$ cat src/serial_pins_consts.vh
// Constants for the serial controller pin interface
`ifndef SERIAL_PINS_CONSTS_VH
`define SERIAL_PINS_CONSTS_VH

// ----------------------------------------
// Receive clock factor codes
// ----------------------------------------
`define FACTOR_X1 2'h0
`define FACTOR_X16 2'h1
`define FACTOR_X32 2'h2
`define FACTOR_X64 2'h3
`define LAST_X1 6'h00
`define LAST_X16 6'h0F
`define LAST_X32 6'h1F
`define LAST_X64 6'h3F

// ----------------------------------------
// Receive sync modes
// ----------------------------------------
`define SYNC_ASYNC 2'h0
`define SYNC_EXT 2'h1
`define SYNC_INT 2'h2
`define SYNC_FRAME 2'h3

// ----------------------------------------
// Clock pin output sources
// ----------------------------------------
`define CLK_LOOP 2'h0
`define CLK_XTAL 2'h1
`define CLK_BRG 2'h2
`define CLK_TX 2'h3

// ----------------------------------------
// Pin functions and address fields
// ----------------------------------------
`define DTR_FOLLOW 1'b0
`define DTR_DMA 1'b1
`define WREQ_WAIT 1'b0
`define WREQ_REQ 1'b1
`define CHAN_ADDR_BIT 0
`define DSEL_ADDR_BIT 1
`define BYTE_ZERO 8'h00

`endif

$ cat src/serial_pins.v
// Pin-level logic of the dual-channel serial controller
`timescale 1ns/10ps
`default_nettype none
`include "serial_pins_consts.vh"

module serial_pins #(
	parameter DW = 8
) (
	// Clock and reset
	input wire clk,
	input wire rst,
	// Host bus pins
	input wire bus_muxed,
	input wire rd_n,
	input wire wr_n,
	input wire ce_n,
	input wire chan_sel,
	input wire data_ctrl,
	input wire addr_strobe_n,
	input wire data_strobe_n,
	input wire chip_select_zero_n,
	input wire chip_select_one,
	input wire read_write,
	input wire [DW-1:0] muxed_addr_data_in,
	output reg [DW-1:0] muxed_addr_data_out,
	output reg muxed_addr_data_oe,
	// Daisy chain pins
	input wire irq_ack_n,
	input wire priority_in,
	output reg priority_out,
	output reg irq_n_out,
	output reg irq_n_oe,
	// Channel pins
	input wire clear_to_send_in_a,
	input wire clear_to_send_in_b,
	input wire carrier_detect_in_a,
	input wire carrier_detect_in_b,
	input wire serial_in_a,
	input wire serial_in_b,
	input wire rx_tx_clock_pin_a,
	input wire rx_tx_clock_pin_b,
	input wire sync_pin_a_in,
	input wire sync_pin_b_in,
	output reg sync_pin_a_out,
	output reg sync_pin_a_oe,
	output reg sync_pin_b_out,
	output reg sync_pin_b_oe,
	output reg serial_out_a,
	output reg serial_out_b,
	output reg request_to_send_out_a,
	output reg request_to_send_out_b,
	output reg terminal_ready_request_a,
	output reg terminal_ready_request_b,
	output reg tx_rx_clock_pin_a_out,
	output reg tx_rx_clock_pin_a_oe,
	output reg tx_rx_clock_pin_b_out,
	output reg tx_rx_clock_pin_b_oe,
	output reg wait_request_a_out,
	output reg wait_request_a_oe,
	output reg wait_request_b_out,
	output reg wait_request_b_oe,
	// Per-channel controls, index 0 is channel a
	input wire [1:0] auto_enable,
	input wire [1:0] ext_irq_enable,
	input wire [1:0] dtr_bit,
	input wire [1:0] dtr_mode,
	input wire [1:0] rts_bit,
	input wire [1:0] tx_empty,
	input wire [1:0] xtal_sel,
	input wire [3:0] sync_mode,
	input wire [3:0] clock_factor,
	input wire [1:0] clk_pin_out_en,
	input wire [3:0] clk_pin_src,
	input wire [1:0] loop_clk,
	input wire [1:0] xtal_clk,
	input wire [1:0] brg_clk,
	input wire [1:0] tx_clk,
	input wire [1:0] tx_data,
	input wire [1:0] pattern_hit,
	input wire [1:0] flag_hit,
	input wire [1:0] wreq_mode,
	input wire [1:0] dma_req,
	// Per-channel status
	output reg [1:0] tx_enable,
	output reg [1:0] rx_enable,
	output reg [1:0] cts_level,
	output reg [1:0] dcd_level,
	output reg [1:0] ext_event,
	output reg [1:0] rx_data,
	output reg [1:0] rx_sample,
	output reg [1:0] sync_hunt,
	output reg [1:0] assembly_start,
	// Interrupt user side
	input wire irq_pending,
	input wire ius_clear,
	input wire [DW-1:0] vector,
	output reg ius,
	// Register access user side
	output reg dev_reset,
	output reg rd_req,
	output reg rd_chan,
	output reg rd_data_sel,
	output reg [DW-1:0] rd_addr,
	input wire [DW-1:0] rd_data,
	output reg wr_valid,
	input wire wr_ready,
	output reg wr_chan,
	output reg wr_data_sel,
	output reg [DW-1:0] wr_addr,
	output reg [DW-1:0] wr_data
);

// ----------------------------------------
// Pin synchronisers
// ----------------------------------------
localparam NP = 2 * DW + 25;
localparam BW = 2 * DW + 2;
localparam S_IDLE = 4'h1;
localparam S_READ = 4'h2;
localparam S_WRITE = 4'h4;
localparam S_ACK = 4'h8;

wire [NP-1:0] pins_raw = {rd_n, wr_n, ce_n, chan_sel, data_ctrl, addr_strobe_n,
	data_strobe_n, chip_select_zero_n, chip_select_one, read_write, irq_ack_n,
	priority_in, muxed_addr_data_in, rd_data, clear_to_send_in_b, clear_to_send_in_a,
	carrier_detect_in_b, carrier_detect_in_a, serial_in_b, serial_in_a,
	rx_tx_clock_pin_b, rx_tx_clock_pin_a, sync_pin_b_in, sync_pin_a_in,
	2'h0, 1'b0};
reg [NP-1:0] f1_q, f2_q, f3_q, st_q, pv_q;
wire s_rd_n, s_wr_n, s_ce_n, s_chan, s_dc, s_as_n, s_ds_n, s_cs0_n, s_cs1, s_rw;
wire s_ack_n, s_pri, unused_a, unused_b, unused_c;
wire [DW-1:0] s_ad, s_rdd;
wire [1:0] s_cts, s_dcd, s_rxd, s_rxc, s_syn;
assign {s_rd_n, s_wr_n, s_ce_n, s_chan, s_dc, s_as_n, s_ds_n, s_cs0_n, s_cs1, s_rw,
	s_ack_n, s_pri, s_ad, s_rdd, s_cts, s_dcd, s_rxd, s_rxc, s_syn,
	unused_a, unused_b, unused_c} = st_q;
wire [1:0] p_cts = pv_q[12:11];
wire [1:0] p_dcd = pv_q[10:9];
wire [1:0] p_rxc = pv_q[6:5];
wire [1:0] p_syn = pv_q[4:3];
wire p_as_n = pv_q[NP-6];

// Change accepted only once stages two and three agree
always @(posedge clk) begin
	f1_q <= pins_raw;
	f2_q <= f1_q;
	f3_q <= f2_q;
	st_q <= (f2_q & f3_q) | (st_q & (f2_q ^ f3_q));
	pv_q <= st_q;
end

// ----------------------------------------
// Bus decode
// ----------------------------------------
function [5:0] factor_last;
	input [1:0] code;
	begin
		case (code)
			`FACTOR_X1: factor_last = `LAST_X1;
			`FACTOR_X16: factor_last = `LAST_X16;
			`FACTOR_X32: factor_last = `LAST_X32;
			default: factor_last = `LAST_X64;
		endcase
	end
endfunction

reg [3:0] st_bus_q;
reg [DW-1:0] addr_q;
reg cs0_q, pend_q, vec_q;
reg [BW-1:0] acc_q, spare_q;
reg spare_valid_q;
wire coincide = bus_muxed ? (~s_as_n & ~s_ds_n) : (~s_rd_n & ~s_wr_n);
wire sel = bus_muxed ? (~cs0_q & s_cs1) : ~s_ce_n;
wire rd_act = ~coincide & (bus_muxed ? (~s_ds_n & s_rw) : ~s_rd_n);
wire wr_act = ~coincide & (bus_muxed ? (~s_ds_n & ~s_rw) : ~s_wr_n);
wire acc_chan = bus_muxed ? addr_q[`CHAN_ADDR_BIT] : s_chan;
wire acc_dsel = bus_muxed ? addr_q[`DSEL_ADDR_BIT] : s_dc;
wire ack = ~s_ack_n;
wire requesting = irq_pending & s_pri & ~ius;
wire pop = wr_valid & wr_ready;
wire push = pend_q & ~spare_valid_q;
wire [1:0] wait_need;
assign wait_need[0] = (pend_q | st_bus_q == S_WRITE) & spare_valid_q & ~acc_q[BW-1];
assign wait_need[1] = (pend_q | st_bus_q == S_WRITE) & spare_valid_q & acc_q[BW-1];

always @(posedge clk) begin
	dev_reset <= coincide;
	rd_req <= 1'b0;
	if (rst | coincide) begin
		st_bus_q <= S_IDLE;
		addr_q <= `BYTE_ZERO;
		cs0_q <= 1'b1;
		pend_q <= 1'b0;
		vec_q <= 1'b0;
		acc_q <= {BW{1'b0}};
		ius <= 1'b0;
		muxed_addr_data_out <= `BYTE_ZERO;
		muxed_addr_data_oe <= 1'b0;
		rd_chan <= 1'b0;
		rd_data_sel <= 1'b0;
		rd_addr <= `BYTE_ZERO;
		priority_out <= 1'b0;
		irq_n_out <= 1'b0;
		irq_n_oe <= 1'b0;
	end else begin
		if (bus_muxed & s_as_n & ~p_as_n) begin
			addr_q <= s_ad;
			cs0_q <= s_cs0_n;
		end
		if (push)
			pend_q <= 1'b0;
		if (ius_clear)
			ius <= 1'b0;
		priority_out <= s_pri & ~ius & ~(ack & irq_pending);
		irq_n_oe <= requesting;
		case (st_bus_q)
			S_IDLE: begin
				if (ack & rd_act) begin
					st_bus_q <= S_ACK;
					if (requesting) begin
						vec_q <= 1'b1;
						ius <= 1'b1;
					end
				end else if (rd_act & sel) begin
					st_bus_q <= S_READ;
					rd_req <= 1'b1;
					rd_chan <= acc_chan;
					rd_data_sel <= acc_dsel;
					rd_addr <= addr_q;
				end else if (wr_act & sel & ~pend_q & ~ack) begin
					st_bus_q <= S_WRITE;
					acc_q <= {acc_chan, acc_dsel, addr_q, s_ad};
				end
			end
			S_READ: begin
				muxed_addr_data_out <= s_rdd;
				muxed_addr_data_oe <= rd_act;
				if (!rd_act)
					st_bus_q <= S_IDLE;
			end
			S_WRITE: begin
				acc_q[DW-1:0] <= s_ad;
				if (bus_muxed & ~s_cs1)
					st_bus_q <= S_IDLE;
				else if (!wr_act) begin
					pend_q <= 1'b1;
					st_bus_q <= S_IDLE;
				end
			end
			S_ACK: begin
				muxed_addr_data_out <= vector;
				muxed_addr_data_oe <= vec_q & rd_act;
				if (!rd_act) begin
					vec_q <= 1'b0;
					st_bus_q <= S_IDLE;
				end
			end
			default: st_bus_q <= S_IDLE;
		endcase
	end
end

// ----------------------------------------
// Two-entry write buffer
// ----------------------------------------
// Second entry absorbs a write while the user side stalls
always @(posedge clk) begin
	if (rst) begin
		wr_valid <= 1'b0;
		spare_valid_q <= 1'b0;
		spare_q <= {BW{1'b0}};
		{wr_chan, wr_data_sel, wr_addr, wr_data} <= {BW{1'b0}};
	end else if (push) begin
		if (!wr_valid || pop) begin
			{wr_chan, wr_data_sel, wr_addr, wr_data} <= acc_q;
			wr_valid <= 1'b1;
		end else begin
			spare_q <= acc_q;
			spare_valid_q <= 1'b1;
		end
	end else if (pop) begin
		if (spare_valid_q) begin
			{wr_chan, wr_data_sel, wr_addr, wr_data} <= spare_q;
			spare_valid_q <= 1'b0;
		end else
			wr_valid <= 1'b0;
	end
end

// ----------------------------------------
// Channel pins
// ----------------------------------------
reg [5:0] rxcnt_q [0:1];
reg [1:0] rts_q, sync_oe_d, clk_d, wreq_out_d, wreq_oe_d;
integer c;
always @(posedge clk) begin
	for (c = 0; c < 2; c = c + 1) begin
		if (rst) begin
			rxcnt_q[c] <= 6'h00;
			rts_q[c] <= 1'b1;
			tx_enable[c] <= 1'b0;
			rx_enable[c] <= 1'b0;
			ext_event[c] <= 1'b0;
			rx_sample[c] <= 1'b0;
			sync_hunt[c] <= 1'b0;
			assembly_start[c] <= 1'b0;
			sync_oe_d[c] <= 1'b0;
			clk_d[c] <= 1'b0;
			wreq_out_d[c] <= 1'b1;
			wreq_oe_d[c] <= 1'b0;
		end else begin
			tx_enable[c] <= ~auto_enable[c] | ~s_cts[c];
			rx_enable[c] <= ~auto_enable[c] | ~s_dcd[c];
			ext_event[c] <= ext_irq_enable[c] &
				((s_cts[c] ^ p_cts[c]) | (s_dcd[c] ^ p_dcd[c]));
			rx_sample[c] <= 1'b0;
			if (s_rxc[c] & ~p_rxc[c]) begin
				if (rxcnt_q[c] >= factor_last(clock_factor[2*c +: 2])) begin
					rxcnt_q[c] <= 6'h00;
					rx_sample[c] <= 1'b1;
				end else
					rxcnt_q[c] <= rxcnt_q[c] + 6'h01;
			end
			if (rts_bit[c])
				rts_q[c] <= 1'b0;
			else if (sync_mode[2*c +: 2] != `SYNC_ASYNC || !auto_enable[c] || tx_empty[c])
				rts_q[c] <= 1'b1;
			if (sync_mode[2*c +: 2] == `SYNC_ASYNC && !xtal_sel[c])
				sync_hunt[c] <= ~s_syn[c];
			// Pulse marks the cycle that sync is seen going low in external sync mode
			assembly_start[c] <= sync_mode[2*c +: 2] == `SYNC_EXT && !xtal_sel[c] &&
				~s_syn[c] & p_syn[c];
			sync_oe_d[c] <= ~xtal_sel[c] &
				((sync_mode[2*c +: 2] == `SYNC_INT & pattern_hit[c]) |
				(sync_mode[2*c +: 2] == `SYNC_FRAME & flag_hit[c]));
			case (clk_pin_src[2*c +: 2])
				`CLK_LOOP: clk_d[c] <= loop_clk[c];
				`CLK_XTAL: clk_d[c] <= xtal_clk[c];
				`CLK_BRG: clk_d[c] <= brg_clk[c];
				default: clk_d[c] <= tx_clk[c];
			endcase
			if (wreq_mode[c] == `WREQ_REQ) begin
				wreq_out_d[c] <= ~dma_req[c];
				wreq_oe_d[c] <= 1'b1;
			end else begin
				wreq_out_d[c] <= 1'b0;
				wreq_oe_d[c] <= wait_need[c];
			end
		end
	end
end

// Pin outputs registered from the channel state
always @(posedge clk) begin
	if (rst) begin
		cts_level <= 2'h0;
		dcd_level <= 2'h0;
		rx_data <= 2'h0;
	end else begin
		cts_level <= s_cts;
		dcd_level <= s_dcd;
		rx_data <= s_rxd;
	end
	request_to_send_out_a <= rst | rts_q[0];
	request_to_send_out_b <= rst | rts_q[1];
	terminal_ready_request_a <= rst | ((dtr_mode[0] == `DTR_DMA) ? ~dma_req[0] : ~dtr_bit[0]);
	terminal_ready_request_b <= rst | ((dtr_mode[1] == `DTR_DMA) ? ~dma_req[1] : ~dtr_bit[1]);
	serial_out_a <= rst | tx_data[0];
	serial_out_b <= rst | tx_data[1];
	sync_pin_a_out <= 1'b0;
	sync_pin_b_out <= 1'b0;
	sync_pin_a_oe <= ~rst & sync_oe_d[0];
	sync_pin_b_oe <= ~rst & sync_oe_d[1];
	tx_rx_clock_pin_a_out <= ~rst & clk_d[0];
	tx_rx_clock_pin_b_out <= ~rst & clk_d[1];
	tx_rx_clock_pin_a_oe <= ~rst & clk_pin_out_en[0];
	tx_rx_clock_pin_b_oe <= ~rst & clk_pin_out_en[1];
	wait_request_a_out <= rst | wreq_out_d[0];
	wait_request_b_out <= rst | wreq_out_d[1];
	wait_request_a_oe <= ~rst & wreq_oe_d[0];
	wait_request_b_oe <= ~rst & wreq_oe_d[1];
end

endmodule
`default_nettype wire

$ cat config.mk
export PLATFORM = sky130hd
export DESIGN_NAME = serial_pins
export DESIGN_NICKNAME = d
export VERILOG_FILES = /design/src/serial_pins.v
export VERILOG_INCLUDE_DIRS = /design/src
export SDC_FILE = /design/constraint.sdc
export NUM_CORES = 1
export LEC_CHECK = 0
export ABC_CLOCK_PERIOD_IN_PS = 3200
export BUFFER_PORTS_ARGS = -buffer_cell sky130_fd_sc_hd__buf_2
export CAP_MARGIN = 10
export CORE_MARGIN = 2
export CORE_UTILIZATION = 35
export CTS_BUF_LIST = sky130_fd_sc_hd__clkbuf_4
export DETAILED_ROUTE_END_ITERATION = 8
export SLEW_MARGIN = 5
export SYNTH_ARGS = -nofsm -noshare
export SYNTH_HDL_FRONTEND = slang
export SYNTH_SLANG_ARGS = --single-unit
$ cat constraint.sdc
create_clock -name clk -period 3.2 [get_ports clk]
set_input_delay 0.48 -clock clk [delete_from_list [all_inputs] [get_ports clk]]
set_output_delay 0.48 -clock clk [all_outputs]
set_load 0.02 [all_outputs]
==> results_dict.tcl <==
set metrics [dict create \
    holdCritPathClass "in -> reg" \
    max_freq_ghz 0.488 \
    outcome "finished, final reports clean" \
    grt_antenna_before_repair 1 \
    clkTransAtPathRegs_ps 60 \
    finalWeightedCongestion 0.748 \
    drt_first_iter_violations 257 \
    static-leakage-power_nw 5.72 \
    synth_top_family_by_area "simple AND/OR/NAND/NOR gates" \
    yosys.area_share.adder 0.0640 \
    final_hold_viol_count 0 \
    drc 0 \
    finalWirelength_mm 20.0 \
    max_stage_delay_ps 790 \
    finalMaxSlewViolations 0 \
    max_cap_viol_count 0 \
    synth-seq-cells 312 \
    comb_power_share 0.064 \
    async_reset_ff_frac 0 \
    synth_warnings 0 \
    routed_wire_length_per_instance_um 12.5 \
    worst_hold_slack_ps 79.3 \
    yosys.area_share.simple 0.111 \
    finalPower_mw 8.14 \
    routed-via-count 6952 \
    clock_tree_from_tritoncts "built" \
    track_usage 0.134 \
    max_slew.worst_pin.slew_ps 897 \
    intPower_mw 6.19 \
    pin_count_of_the_biggest_net_entering_global_routing 46 \
    ant_nets 0 \
    critical_path_start_end_classification "reg -> reg" \
    worst_setup_path_end_kind "register" \
    report.final.setup_viol 0 \
    drtPass1Iterations 4 \
    synth_xor_xnor_area_share 0.0112 \
    timing.critical_path.required_ps 3790 \
    crit_path_top_delay_cell "nor4b_1" \
    ir_worst_vdd_uv 400 \
    seqCellArea_um2 6370 \
    worstSkewPairLatency_ps 690 \
    syn_avg_cell_area_um2 11.6 \
    port-buffer-count 174 \
    die-area_um2 30400 \
    finalClockSkew_ps 39.1 \
    final_net_count 1304 \
    globalRouteOverflowTotal 0 \
    synth_top_flop_cell "dfxtp_1" \
    ctsLongestPathBuffers 3 \
    ctsRootBufferMaster "clkbuf_4" \
    cts.sinks 312 \
    syn_to_final_growth_pct 27.4 \
    synth-compound-area-share 0.0995 \
    worst-endpoint-arrival_ps 2630 \
    start_util 0.355 \
    detailed_place_hpwl_mm 13.5 \
    detail_route.vias_per_cell 4.35 \
    cts.htree.levels 3 \
    mostFrequentLayoutCell "dfxtp_1" \
    post_synth_instance_area_um2 10200 \
    layoutNonFillerInstCount 1599 \
    wire_length_of_the_first_global_routing_pass_mm 32.9 \
    finalWorstPathRequiredPeriod_ps 2050 \
    cell_count_after_placement 1401 \
    switchingPower_mw 1.94 \
    cp_cell_sequence "nor4b_1, o211ai_1, o31ai_1, nor2_1, nor3_1" \
    std_cell_rows 62 \
    leading_cell_types_in_the_layout_fill_and_taps_excluded "dfxtp_1, buf_2, clkbuf_4" \
    netlist-cell-type-count 57 \
    final.period_utilization 0.640 \
    num_io_pins 178 \
    power_frac_seq 0.520 \
    final_core_utilization 0.452 \
    postCtsSetupBuffers 0 \
    final.fill_count 2729 \
    core_area_um2 28600 \
    multiInputGateArea_um2 3520 \
    max_fanout_on_critical_path 9 \
    layout-drive-gt1-share 0.277 \
    worstSetupStartpointType "register" \
    unrepaired_setup_endpoints_after_global_routing "false" \
    synthMuxAreaShare 0.0596 \
    synth_edf_count 12 \
    clock_power_share 0.416 \
    setup-tns-final_ps 0 \
    grt_pass1_vias 6832 \
    cellPowerDensity_nw_per_um2 629 \
    cts_buffers 82 \
    die_x_um 174 \
    relSlewSlack 0.402 \
    p_sw_frac 0.239 \
    cell_count_after_synthesis 873 \
    yosysSeqAreaShare 0.627 \
    cts_resized 0 \
    die_y_um 174 \
]
-- worst max-delay path: cells and delay by family (launching register included) --
kind | cells | cell delay (ps)
simple gates | 3 | 1040
compound gates | 2 | 530
flops | 1 | 400
-- sequential cells by signal (all words and copies together) (netlist names), 4 cells and up --
register             count
pv_q                     9
f2_q                    38
spare_q                 18
wr_data                  8
st_bus_q                 4
acc_q                   18
f1_q                    38
rxcnt_q                 12
f3_q                    38
muxed_addr_data_out      8
wr_addr                  8
rd_addr                  8
addr_q                   8
st_q                    38
-- per-layer routing --
layer | GRT usage | up-vias | share of wire | wire length, um
li1 | - | 3611 | - | -
met1 | 0.171 | 3081 | 0.47 | 9370
met2 | 0.196 | 212 | 0.43 | 8520
met3 | 0.0514 | 48 | 0.083 | 1670
met4 | 0.0679 | 0 | 0.024 | 484
met5 | 0 | - | 0 | 0
-- what timing repair did --
action,CTS,global route
setup endpoints to repair,0,0
hold endpoints to repair,53,0
hold buffers,53,0
-- final cells by class --
cell class / instances / share of cell area
well taps: 384 / 0.0371
repair buffers: 234 / 0.112
multi-input cells: 505 / 0.272
diodes: 1 / 0.000193
clock inverters: 31 / 0.0152
flip-flops and latches: 312 / 0.492
clock buffers: 113 / 0.0655
inverters: 19 / 0.00551
-- final timing paths --
kind,from,endpoint,slack (ps),cells after the start
setup / recovery,st_bus_q[3]$_SDFFE_PP0P_,vec_q$_SDFFE_PP0P_,1150,5
hold / removal,wreq_mode[1],wreq_out_d[1]$_SDFF_PP1_,80,2
setup reg to reg,st_bus_q[3]$_SDFFE_PP0P_,vec_q$_SDFFE_PP0P_,1150,5
hold reg to reg,f1_q[30]$_DFF_P_,f2_q[30]$_DFF_P_,310,0
-- logic make-up after synthesis --
group,after synthesis
AOI/OAI and AO/OA,144
xor gates and xnor gates,13
adders and majority gates,52
buffers and inverters,58
DFF,312
muxes,58
other,1
and+or+nand+nor,235
-- power by group through the flow --
stage | logic (mW) | clock network, mW | registers (mW)
6_report | 0.523 | 3.38 | 4.23
5_1_grt | 0.587 | 3.77 | 4.26
4_1_cts | 0.531 | 3.55 | 4.24
3_5_place_dp | 0.476 | 0 | 4.32
3_3_place_gp | 0.464 | 0 | 4.32
2_1_floorplan | 0.293 | 0 | 4.32
-- metrics by stage --
| stage | setup WS (ps) | instance area (um^2) |
|---|---|---|
| floorplan | 1290 | 10200 |
| global placement | 966 | 11400 |
| detailed placement | 935 | 11400 |
| CTS | 1170 | 12900 |
| global route | 989 | 12900 |
| finish | 1150 | 12900 |
-- Yosys cell counts, types with 4 or more instances --
master	n	area, um^2
a21o_1	42	315
o21a_1	4	30.0
ha_1	52	651
o21ai_1	7	35.0
nor2b_1	22	138
edfxtp_1	12	360
buf_1	5	18.8
nor3_1	10	50.1
nand2_1	56	210
a21oi_1	36	180
dfxtp_1	300	6010
mux2i_1	56	561
xnor2_1	9	78.8
xor2_1	4	35.0
inv_1	19	71.3
nand2b_1	9	56.3
buf_4	6	45.0
o21ai_0	5	25.0
nor2_2	4	25.0
nand3_1	17	85.1
or2_2	11	68.8
buf_2	7	35.0
nor2_1	88	330
a211oi_1	30	225
buf_6	4	45.0
clkbuf_1	16	60.1
(Power assumes the default switching activity.)
